[src/common/ssp_pkg.sv]
// constants, register map and state codes for the sync serial port
package ssp_pkg;

  // register addresses
  localparam logic [15:0] ADDR_CTRL = 16'h000a;
  localparam logic [15:0] ADDR_STAT = 16'h000b;
  localparam logic [15:0] ADDR_DATA = 16'h000c;

  // control register fields
  localparam int CTRL_SPE_BIT = 6;
  localparam int CTRL_MASTER_SELECT_BIT_BIT = 4;

  // status register fields
  localparam int STAT_DONE_BIT = 7;
  localparam int STAT_COL_BIT = 6;

  // reset values
  localparam logic [7:0] CTRL_RST = 8'h00;
  localparam logic [7:0] STAT_RST = 8'h00;
  localparam logic [7:0] RDATA_RST = 8'h00;

  // shift clock divider options: 2, 4, 8 or 16
  localparam int DIV_DEFAULT = 16;
  localparam int DIV_W = 4;

  // transfer length
  localparam int XFER_BITS = 8;
  localparam logic [2:0] LAST_BIT = 3'h7;
  localparam logic [2:0] CNT_RST = 3'h0;

  // idle levels of the clock and data pins
  localparam logic SCK_IDLE = 1'b1;
  localparam logic SDI_IDLE = 1'b1;

  // master clock generator states
  typedef enum logic [3:0] {
    MST_IDLE = 4'b0001,
    MST_LEAD = 4'b0010,
    MST_LOW = 4'b0100,
    MST_HIGH = 4'b1000
  } ssp_mst_e;

endpackage

[src/common/ssp_pin_if.sv]
// one pin passing through the three-stage input synchroniser
`timescale 1ns/100ps
interface ssp_pin_if;
  logic raw;
  logic lvl;
  modport drv (output raw, input lvl);
  modport syn (input raw, output lvl);
endinterface

[src/hw/ssp_sync3.sv]
// three-flop pin synchroniser with agreement filter
`timescale 1ns/100ps
module ssp_sync3 #(
  parameter logic RST_LVL = 1'b1
) (
  // clock and reset
  input wire logic i_mclk,
  input wire logic i_rst_b,
  // pin in, filtered level out
  ssp_pin_if.syn pin
);

  logic s1;
  logic s2;
  logic s3;
  logic lvl;
  logic next_lvl;

  // only s2 and s3 are compared; s1 may be metastable
  always_comb begin
    next_lvl = lvl;
    if (s2 == s3) begin
      next_lvl = s2;
    end
  end

  always_ff @(posedge i_mclk) begin
    if (!i_rst_b) begin
      s1 <= RST_LVL;
      s2 <= RST_LVL;
      s3 <= RST_LVL;
      lvl <= RST_LVL;
    end else begin
      s1 <= pin.raw;
      s2 <= s1;
      s3 <= s2;
      lvl <= next_lvl;
    end
  end

  assign pin.lvl = lvl;

endmodule

[src/hw/ssp_top.sv]
// synchronous three-wire serial port: registers, shifter, clocking
//
// Our own choice: the address-and-strobe port.
`timescale 1ns/100ps
module ssp_top #(
  parameter int CLK_DIV = ssp_pkg::DIV_DEFAULT,
  parameter bit MSB_FIRST = 1'b1,
  parameter int ADDR_W = 16
) (
  // clock and reset
  input wire logic i_mclk,
  input wire logic i_rst_b,
  // register port
  input wire logic [ADDR_W-1:0] i_addr,
  input wire logic [7:0] i_wdata,
  input wire logic i_wr,
  input wire logic i_rd,
  output logic [7:0] o_rdata,
  // general purpose port side
  input wire logic i_gpio_line5_data,
  output logic o_port_owns,
  // serial pins
  input wire logic i_portb_line6,
  input wire logic i_portb_line7,
  output logic o_portb_line5_o,
  output logic o_portb_line5_oe,
  output logic o_portb_line7_o,
  output logic o_portb_line7_oe
);

  localparam int HALF = CLK_DIV / 2;
  localparam logic [ssp_pkg::DIV_W-1:0] HALF_M1 =
    ssp_pkg::DIV_W'(HALF - 1);

  // pin synchronisers
  ssp_pin_if sck_pin();
  ssp_pin_if sdi_pin();

  assign sck_pin.raw = i_portb_line7;
  assign sdi_pin.raw = i_portb_line6;

  ssp_sync3 #(.RST_LVL(ssp_pkg::SCK_IDLE)) u_sck_sync (
    .i_mclk(i_mclk),
    .i_rst_b(i_rst_b),
    .pin(sck_pin)
  );

  ssp_sync3 #(.RST_LVL(ssp_pkg::SDI_IDLE)) u_sdi_sync (
    .i_mclk(i_mclk),
    .i_rst_b(i_rst_b),
    .pin(sdi_pin)
  );

  logic sck_lvl;
  logic sdi_lvl;

  assign sck_lvl = sck_pin.lvl;
  assign sdi_lvl = sdi_pin.lvl;

  // state
  logic port_enable_bit;
  logic master_select_bit;
  logic next_spe;
  logic next_master_select_bit;
  ssp_pkg::ssp_mst_e mst_st;
  ssp_pkg::ssp_mst_e next_mst_st;
  logic [ssp_pkg::DIV_W-1:0] div_cnt;
  logic [ssp_pkg::DIV_W-1:0] next_div_cnt;
  logic sck_q;
  logic next_sck_q;
  logic in_xfer;
  logic next_in_xfer;
  logic [2:0] bitcnt;
  logic [2:0] next_bitcnt;
  logic sdo_q;
  logic next_sdo_q;
  logic sck_prev;
  logic [7:0] serial_shift_data;
  logic [7:0] next_sdr;
  logic transfer_done_flag;
  logic next_transfer_done_flag;
  logic access_collision_flag;
  logic next_access_collision_flag;
  logic arm;
  logic next_arm;
  logic [7:0] next_rdata;
  logic next_l5_oe;
  logic next_l7_oe;

  // events
  logic wr_ctrl;
  logic rd_stat;
  logic sdr_acc;
  logic sdr_wr;
  logic abort;
  logic m_fall;
  logic m_rise;
  logic s_fall;
  logic s_rise;
  logic fall_ev;
  logic rise_ev;
  logic shift_ev;
  logic done_ev;
  logic tx_bit;

  // address decode
  always_comb begin
    wr_ctrl = i_wr && (i_addr == ADDR_W'(ssp_pkg::ADDR_CTRL));
    rd_stat = i_rd && (i_addr == ADDR_W'(ssp_pkg::ADDR_STAT));
    sdr_acc = (i_wr || i_rd) &&
      (i_addr == ADDR_W'(ssp_pkg::ADDR_DATA));
    sdr_wr = i_wr && (i_addr == ADDR_W'(ssp_pkg::ADDR_DATA));
  end

  // control register; mode comes from software only, no select pin
  always_comb begin
    next_spe = port_enable_bit;
    next_master_select_bit = master_select_bit;
    if (wr_ctrl) begin
      next_spe = i_wdata[ssp_pkg::CTRL_SPE_BIT];
      next_master_select_bit = i_wdata[ssp_pkg::CTRL_MASTER_SELECT_BIT_BIT];
    end
    abort = (port_enable_bit && !next_spe) || (master_select_bit && !next_master_select_bit);
  end

  always_ff @(posedge i_mclk) begin
    if (!i_rst_b) begin
      port_enable_bit <= ssp_pkg::CTRL_RST[ssp_pkg::CTRL_SPE_BIT];
      master_select_bit <= ssp_pkg::CTRL_RST[ssp_pkg::CTRL_MASTER_SELECT_BIT_BIT];
    end else begin
      port_enable_bit <= next_spe;
      master_select_bit <= next_master_select_bit;
    end
  end

  // master shift clock generator, half period is HALF cycles
  always_comb begin
    next_mst_st = mst_st;
    next_div_cnt = div_cnt;
    next_sck_q = sck_q;
    m_fall = 1'b0;
    m_rise = 1'b0;
    if (abort || !port_enable_bit || !master_select_bit) begin
      next_mst_st = ssp_pkg::MST_IDLE;
      next_sck_q = ssp_pkg::SCK_IDLE;
      next_div_cnt = HALF_M1;
    end else begin
      unique case (mst_st)
        ssp_pkg::MST_IDLE: begin
          if (sdr_wr) begin
            next_mst_st = ssp_pkg::MST_LEAD;
            next_div_cnt = HALF_M1;
          end
        end
        ssp_pkg::MST_LEAD, ssp_pkg::MST_HIGH: begin
          if (div_cnt == '0) begin
            next_mst_st = ssp_pkg::MST_LOW;
            next_sck_q = 1'b0;
            m_fall = 1'b1;
            next_div_cnt = HALF_M1;
          end else begin
            next_div_cnt = div_cnt - 1'b1;
          end
        end
        ssp_pkg::MST_LOW: begin
          if (div_cnt == '0) begin
            next_sck_q = 1'b1;
            m_rise = 1'b1;
            next_div_cnt = HALF_M1;
            if (bitcnt == ssp_pkg::LAST_BIT) begin
              next_mst_st = ssp_pkg::MST_IDLE;
            end else begin
              next_mst_st = ssp_pkg::MST_HIGH;
            end
          end else begin
            next_div_cnt = div_cnt - 1'b1;
          end
        end
        default: begin
          next_mst_st = ssp_pkg::MST_IDLE;
          next_sck_q = ssp_pkg::SCK_IDLE;
        end
      endcase
    end
  end

  always_ff @(posedge i_mclk) begin
    if (!i_rst_b) begin
      mst_st <= ssp_pkg::MST_IDLE;
      div_cnt <= '0;
      sck_q <= ssp_pkg::SCK_IDLE;
    end else begin
      mst_st <= next_mst_st;
      div_cnt <= next_div_cnt;
      sck_q <= next_sck_q;
    end
  end

  // edge source by mode; the shifting itself is the same in both
  always_comb begin
    s_fall = port_enable_bit && !master_select_bit && !abort && sck_prev && !sck_lvl;
    s_rise = port_enable_bit && !master_select_bit && !abort && !sck_prev && sck_lvl;
    fall_ev = master_select_bit ? m_fall : s_fall;
    rise_ev = master_select_bit ? m_rise : s_rise;
    shift_ev = rise_ev && in_xfer;
    done_ev = shift_ev && (bitcnt == ssp_pkg::LAST_BIT);
    tx_bit = MSB_FIRST ? serial_shift_data[7] : serial_shift_data[0];
  end

  // transfer tracking and the data out stage
  always_comb begin
    next_in_xfer = in_xfer;
    next_bitcnt = bitcnt;
    next_sdo_q = sdo_q;
    if (abort || !port_enable_bit) begin
      next_in_xfer = 1'b0;
      next_bitcnt = ssp_pkg::CNT_RST;
    end else begin
      if (fall_ev) begin
        next_in_xfer = 1'b1;
        next_sdo_q = tx_bit;
      end
      if (done_ev) begin
        next_in_xfer = 1'b0;
        next_bitcnt = ssp_pkg::CNT_RST;
      end else if (shift_ev) begin
        next_bitcnt = bitcnt + 1'b1;
      end
    end
    // general purpose value seeds the pin when the port is switched on
    if (!port_enable_bit && next_spe) begin
      next_sdo_q = i_gpio_line5_data;
    end
  end

  always_ff @(posedge i_mclk) begin
    if (!i_rst_b) begin
      in_xfer <= 1'b0;
      bitcnt <= ssp_pkg::CNT_RST;
      sdo_q <= 1'b0;
      sck_prev <= ssp_pkg::SCK_IDLE;
    end else begin
      in_xfer <= next_in_xfer;
      bitcnt <= next_bitcnt;
      sdo_q <= next_sdo_q;
      sck_prev <= sck_lvl;
    end
  end

  // shift data register; a write during a transfer simply wins
  always_comb begin
    next_sdr = serial_shift_data;
    if (sdr_wr) begin
      next_sdr = i_wdata;
    end else if (shift_ev) begin
      if (MSB_FIRST) begin
        next_sdr = {serial_shift_data[6:0], sdi_lvl};
      end else begin
        next_sdr = {sdi_lvl, serial_shift_data[7:1]};
      end
    end
  end

  // deliberately no reset
  always_ff @(posedge i_mclk) begin
    serial_shift_data <= next_sdr;
  end

  // status flags; setting beats clearing in the same cycle
  always_comb begin
    next_transfer_done_flag = transfer_done_flag;
    next_access_collision_flag = access_collision_flag;
    next_arm = arm;
    if (sdr_acc && arm) begin
      next_transfer_done_flag = 1'b0;
      next_access_collision_flag = 1'b0;
    end
    if (done_ev) begin
      next_transfer_done_flag = 1'b1;
    end
    if (sdr_acc && in_xfer) begin
      next_access_collision_flag = 1'b1;
    end
    if (rd_stat && transfer_done_flag) begin
      next_arm = 1'b1;
    end else if (sdr_acc) begin
      next_arm = 1'b0;
    end
  end

  always_ff @(posedge i_mclk) begin
    if (!i_rst_b) begin
      transfer_done_flag <= ssp_pkg::STAT_RST[ssp_pkg::STAT_DONE_BIT];
      access_collision_flag <= ssp_pkg::STAT_RST[ssp_pkg::STAT_COL_BIT];
      arm <= 1'b0;
    end else begin
      transfer_done_flag <= next_transfer_done_flag;
      access_collision_flag <= next_access_collision_flag;
      arm <= next_arm;
    end
  end

  // read data and pin enables, all registered
  always_comb begin
    next_rdata = ssp_pkg::RDATA_RST;
    if (i_rd) begin
      if (i_addr == ADDR_W'(ssp_pkg::ADDR_CTRL)) begin
        next_rdata[ssp_pkg::CTRL_SPE_BIT] = port_enable_bit;
        next_rdata[ssp_pkg::CTRL_MASTER_SELECT_BIT_BIT] = master_select_bit;
      end else if (i_addr == ADDR_W'(ssp_pkg::ADDR_STAT)) begin
        next_rdata[ssp_pkg::STAT_DONE_BIT] = transfer_done_flag;
        next_rdata[ssp_pkg::STAT_COL_BIT] = access_collision_flag;
      end else if (i_addr == ADDR_W'(ssp_pkg::ADDR_DATA)) begin
        next_rdata = serial_shift_data;
      end
    end
    next_l5_oe = next_spe;
    next_l7_oe = next_spe && next_master_select_bit;
  end

  always_ff @(posedge i_mclk) begin
    if (!i_rst_b) begin
      o_rdata <= ssp_pkg::RDATA_RST;
      o_port_owns <= 1'b0;
      o_portb_line5_oe <= 1'b0;
      o_portb_line7_oe <= 1'b0;
    end else begin
      o_rdata <= next_rdata;
      o_port_owns <= next_spe;
      o_portb_line5_oe <= next_l5_oe;
      o_portb_line7_oe <= next_l7_oe;
    end
  end

  // master samples through the synchroniser, so at the fastest divide
  // the far end's data must already be stable a few cycles before the rise
  assign o_portb_line5_o = sdo_q;
  assign o_portb_line7_o = sck_q;
endmodule

[config.mk]
export PLATFORM = sky130hd
export DESIGN_NAME = ssp_top
export DESIGN_NICKNAME = d
export VERILOG_FILES = /design/src/common/ssp_pkg.sv /design/src/common/ssp_pin_if.sv /design/src/hw/ssp_sync3.sv /design/src/hw/ssp_top.sv
export SDC_FILE = /design/constraint.sdc
export NUM_CORES = 1
export LEC_CHECK = 0
export ABC_AREA = 1
export BUFFER_PORTS_ARGS = -buffer_cell sky130_fd_sc_hd__buf_2
export CAP_MARGIN = 30
export CORE_MARGIN = 2
export CORE_UTILIZATION = 25
export CTS_CLUSTER_DIAMETER = 30
export DETAILED_ROUTE_END_ITERATION = 7
export HOLD_SLACK_MARGIN = 0.06
export PLACE_DENSITY_LB_ADDON = 0.1
export SLEW_MARGIN = 20
export SYNTH_ARGS = -nofsm -noshare
export SYNTH_HDL_FRONTEND = slang
export SYNTH_SLANG_ARGS = --single-unit
export TNS_END_PERCENT = 1
[constraint.sdc]
create_clock -name i_mclk -period 1.75 [get_ports i_mclk]
set_clock_uncertainty 0.1 [all_clocks]
set_input_delay 0.0875 -clock i_mclk [delete_from_list [all_inputs] [get_ports i_mclk]]
set_output_delay 0.0875 -clock i_mclk [all_outputs]
set_load 0.005 [all_outputs]
==> results.tsv <==
stage	metric	value	unit
drt	overall via count from detail_route	1738	
critical_path	worst path arrival time	1.53	ns
logic_synthesis	syn nets	292	
critical_path	Worst path slowest cell	sky130_fd_sc_hd__dfxtp_1	
power_and_ir_drop	leakage power total	0.00121	uW
logic_synthesis	dominant combinational cell family by area after synthesis	simple AND/OR/NAND/NOR gates	
floorplan	overall die width	94.7	um
critical_path	Bufs and invs on worst path	2	
grt	total congestion overflow	0	
drt	number of routed nets with antenna violations	0	
critical_path	RR Endpoint	serial_shift_data[6]	
placement	worst setup slack before clock tree synthesis	0.0230	ns
sta	total count of hold-check failures in the final report	0	
logic_synthesis	count of yosys warnings during synthesis	0	
placement	placed cell count	413	
worst_hold_path	Hold Path Sink	arm	
logic_synthesis	list of most frequent post-synthesis cells	sky130_fd_sc_hd__nand2_1, sky130_fd_sc_hd__dfxtp_1, sky130_fd_sc_hd__inv_1, sky130_fd_sc_hd__nor2_1, sky130_fd_sc_hd__o21ai_0	
logic_synthesis	post-synthesis sequential area ratio	47.7	%
clock_network	clock slew at reported path FFs	0.09	ns
logic_synthesis	mux contribution to synthesized area	0	%
floorplan	number of rows created at floorplan	33	
critical_path	worst reg2reg startpoint	div_cnt[1]	
clock_network	H-tree depth reported by CTS	2	
floorplan	overall die area	8970	um2
job	max-cap check violation count	0	
logic_synthesis	Yosys top cell area share	36.0	%
drt	Post-Route WL	4520	um
critical_path	kind of cell with the highest combined delay on the critical path	simple AND/OR/NAND/NOR gates	
sta	aggregate negative setup slack	0	ns
logic_synthesis	adder-cell area share of the yosys netlist	2.43	%
logic_synthesis	post-synthesis xor/xnor area fraction	0.852	%
floorplan	Die Span Y	94.7	um
power_and_ir_drop	worst supply voltage drop on vdd	0.000302	V
sta	final setup violation count	0	
critical_path	Cell Chain, Critical Path	inv_1, ha_1, nand2_1, nor2_2, nand3_2, nand2_4, nand3_2, nand2_1, buf_12	
critical_path	Worst path max stage delay	0.32	ns
placement	final estimated routing congestion in global placement	0.731	
logic_synthesis	area fraction in and, or, nand and nor cells after synthesis	30.5	%
critical_path	logic depth of the worst register-to-register path	9	
worst_hold_path	Hold Crit Start	i_wr	
logic_synthesis	fraction of the mapped netlist area in compound gates	10.0	%
final_layout	Area Growth Syn to Fin	31.9	%
logic_synthesis	FF+latch count, synth	45	
critical_path	flop-to-flop setup slack	0.13	ns
placement	DP HPWL	3530	um
sta	crit path time final	1.62	ns
logic_synthesis	top cell type by total area after synthesis	sky130_fd_sc_hd__dfxtp_1	
clock_network	number of buffers added by the clock tree synthesis step	5	
grt	pin count of the biggest net entering global routing	16	
final_layout	final std cells w/o fill	434	
clock_network	total setup buffers inserted after CTS	0	
clock_network	# clock sinks	45	
grt	global-route wire length before repair	7710	um
sta	Fin Hold WS	0.108	ns
critical_path	CP endpoint kind	register	
drt	Via-to-Cell Ratio	4.00	
final_layout	sequential cell area	981	um2
sta	slew at the pin closest to its max-slew limit	0.480	ns
drt	DRT iter0 DRCs	47	
critical_path	maximum fanout along the worst path	8	
final_layout	Inserted Diodes	0	
final_layout	Layout Utilization	33.5	%
final_layout	number of fillers in the final layout	909	
logic_synthesis	number of flops mapped to enable cells by yosys	8	
placement	I/O Buffers	43	
sta	slew margin rel.	68.0	%
sta	achievable frequency	617	MHz
power_and_ir_drop	power density relative to cell area	668	nW/um2
worst_hold_path	class of the tightest hold or removal check	in -> reg	
floorplan	boundary pin count	44	
logic_synthesis	Post-Synthesis Cell Area	2060	um2
clock_network	clock root cell	sky130_fd_sc_hd__clkbuf_8	
clock_network	latest clock arrival within the worst-skew pair	0.29	ns
final_layout	area taken by multi-input logic gates	912	um2
critical_path	required arrival time at the worst endpoint	1.66	ns
clock_network	maximum buffer depth of the clock tree	2	
logic_synthesis	top_reg_cell synth	sky130_fd_sc_hd__dfxtp_1	
grt	number of antenna violations at the first check in global routing	0	
floorplan	standard cell core area	8090	um2
logic_synthesis	largest cells by area after synthesis	sky130_fd_sc_hd__dfxtp_1, sky130_fd_sc_hd__edfxtp_1, sky130_fd_sc_hd__nand2_1	
floorplan	initial core utilization	25.4	%
grt	vias in the first global route	1760	
worst_hold_path	cell count of the worst hold path	4	
drt	length of the first detailed-routing pass in iterations	4	
logic_synthesis	Mapped Avg Cell Area	8.00	um2
sta	RSZ-0062 raised after global routing	yes	
logic_synthesis	most repeated cell in the gate-level netlist after synthesis	sky130_fd_sc_hd__nand2_1	
sta	final critical-path setup slack	0.130	ns
drt	remaining routing DRC violations	0	
critical_path	Critical Path Start Type	register	
sta	final clock period utilization by the worst path	92.6	%
run_status	run status	finished, final reports clean	
final_layout	Net count, final	363	
drt	wire length per cell	10.4	um
logic_synthesis	number of distinct standard cells referenced by the synthesized netlist	30	
sta	Final Max Tran Viols	0	
critical_path	class of the most critical setup path	reg -> reg	
clock_network	TritonCTS clock tree	yes	
logic_synthesis	synthesized instance count	257	
grt	global-route total usage across every layer	10.9	%
logic_synthesis	Async SR Flop Fraction	0	%
final_layout	share of cells above drive strength 1	30.4	%
-- worst max path at each step --
stage | from | to | slack [ns] | depth (start not counted)
2_1_floorplan | div_cnt[0] | serial_shift_data[0] | 0.1 | 8
3_3_place_gp | i_addr[7] | serial_shift_data[2] | 0.05 | 12
3_5_place_dp | i_addr[5] | serial_shift_data[2] | 0.02 | 12
4_1_cts | div_cnt[1] | serial_shift_data[6] | 0.09 | 9
5_1_grt | div_cnt[0] | o_portb_line5_o | -0.004 | 11
6_report | div_cnt[1] | serial_shift_data[6] | 0.13 | 9
-- flip-flops by register name (all words and copies together) (netlist names), 3 cells and up --
register,cells
bitcnt,3
div_cnt,4
o_rdata,8
serial_shift_data,8
mst_st,4
-- layer usage --
| layer | GRT usage, % | wire length [um] |
|---|---|---|
| met5 | 0 | 0 |
| met4 | 2.17 | 27 |
| met3 | 2.87 | 169 |
| met2 | 18.5 | 2030 |
| met1 | 14.0 | 2290 |
-- layout by cell type, fill, tap and decap left out, types with 11 or more instances in the layout --
cell and instances:
sky130_fd_sc_hd__o21ai_0 16, sky130_fd_sc_hd__dlygate4sd3_1 13, sky130_fd_sc_hd__buf_4 11, sky130_fd_sc_hd__a21oi_1 14, sky130_fd_sc_hd__nand3_1 11, sky130_fd_sc_hd__nand2_1 46
sky130_fd_sc_hd__buf_2 43, sky130_fd_sc_hd__nor2_1 24, sky130_fd_sc_hd__inv_1 36, sky130_fd_sc_hd__dfxtp_1 37
-- per-stage QoR --
stage	total power (uW)	instance area, um2
finish	1810	2710
global route	1900	2710
CTS	1840	2700
detailed placement	1170	2490
global placement	1170	2490
floorplan	1120	2060
-- kinds of logic (layout without fill, tap and decap cells) --
| group | Yosys count | in the layout |
|---|---|---|
| AND/OR/NAND/NOR | 123 | 123 |
| AO/OA/AOI/OAI | 38 | 38 |
| XOR/XNOR | 2 | 2 |
| flip-flops | 45 | 45 |
| adder cells (fa/ha/maj) | 4 | 4 |
| buffers and inverters | 45 | 117 |
-- where the power goes --
part,switching [uW],internal (uW)
sequential,4.54,1060
combinational,45.6,59.5
clock,361,283
-- tightest hold or removal path, stage by stage --
cell                      delay, ns
sky130_fd_sc_hd__buf_2         0.12
sky130_fd_sc_hd__o21ai_0       0.11
sky130_fd_sc_hd__nand3_1       0.08
sky130_fd_sc_hd__nand2_1       0.05
-- what timing repair did --
action                                  in CTS  in global routing
hold buffers                                13                  0
gates resized for setup                      0                  4
endpoints found under the setup margin       0                  6
endpoints found under the hold margin       15                  0
-- area by class of cell --
type	count	share of cell area [%]
Clock buffer	6	2.68
Clock inverter	2	0.507
Inverter	41	5.67
Multi-Input combinational cell	167	33.6
Sequential cell	45	36.2
Tap cell	105	4.84
Timing Repair Buffer	68	16.5
Power figures use the tool's default switching activity.
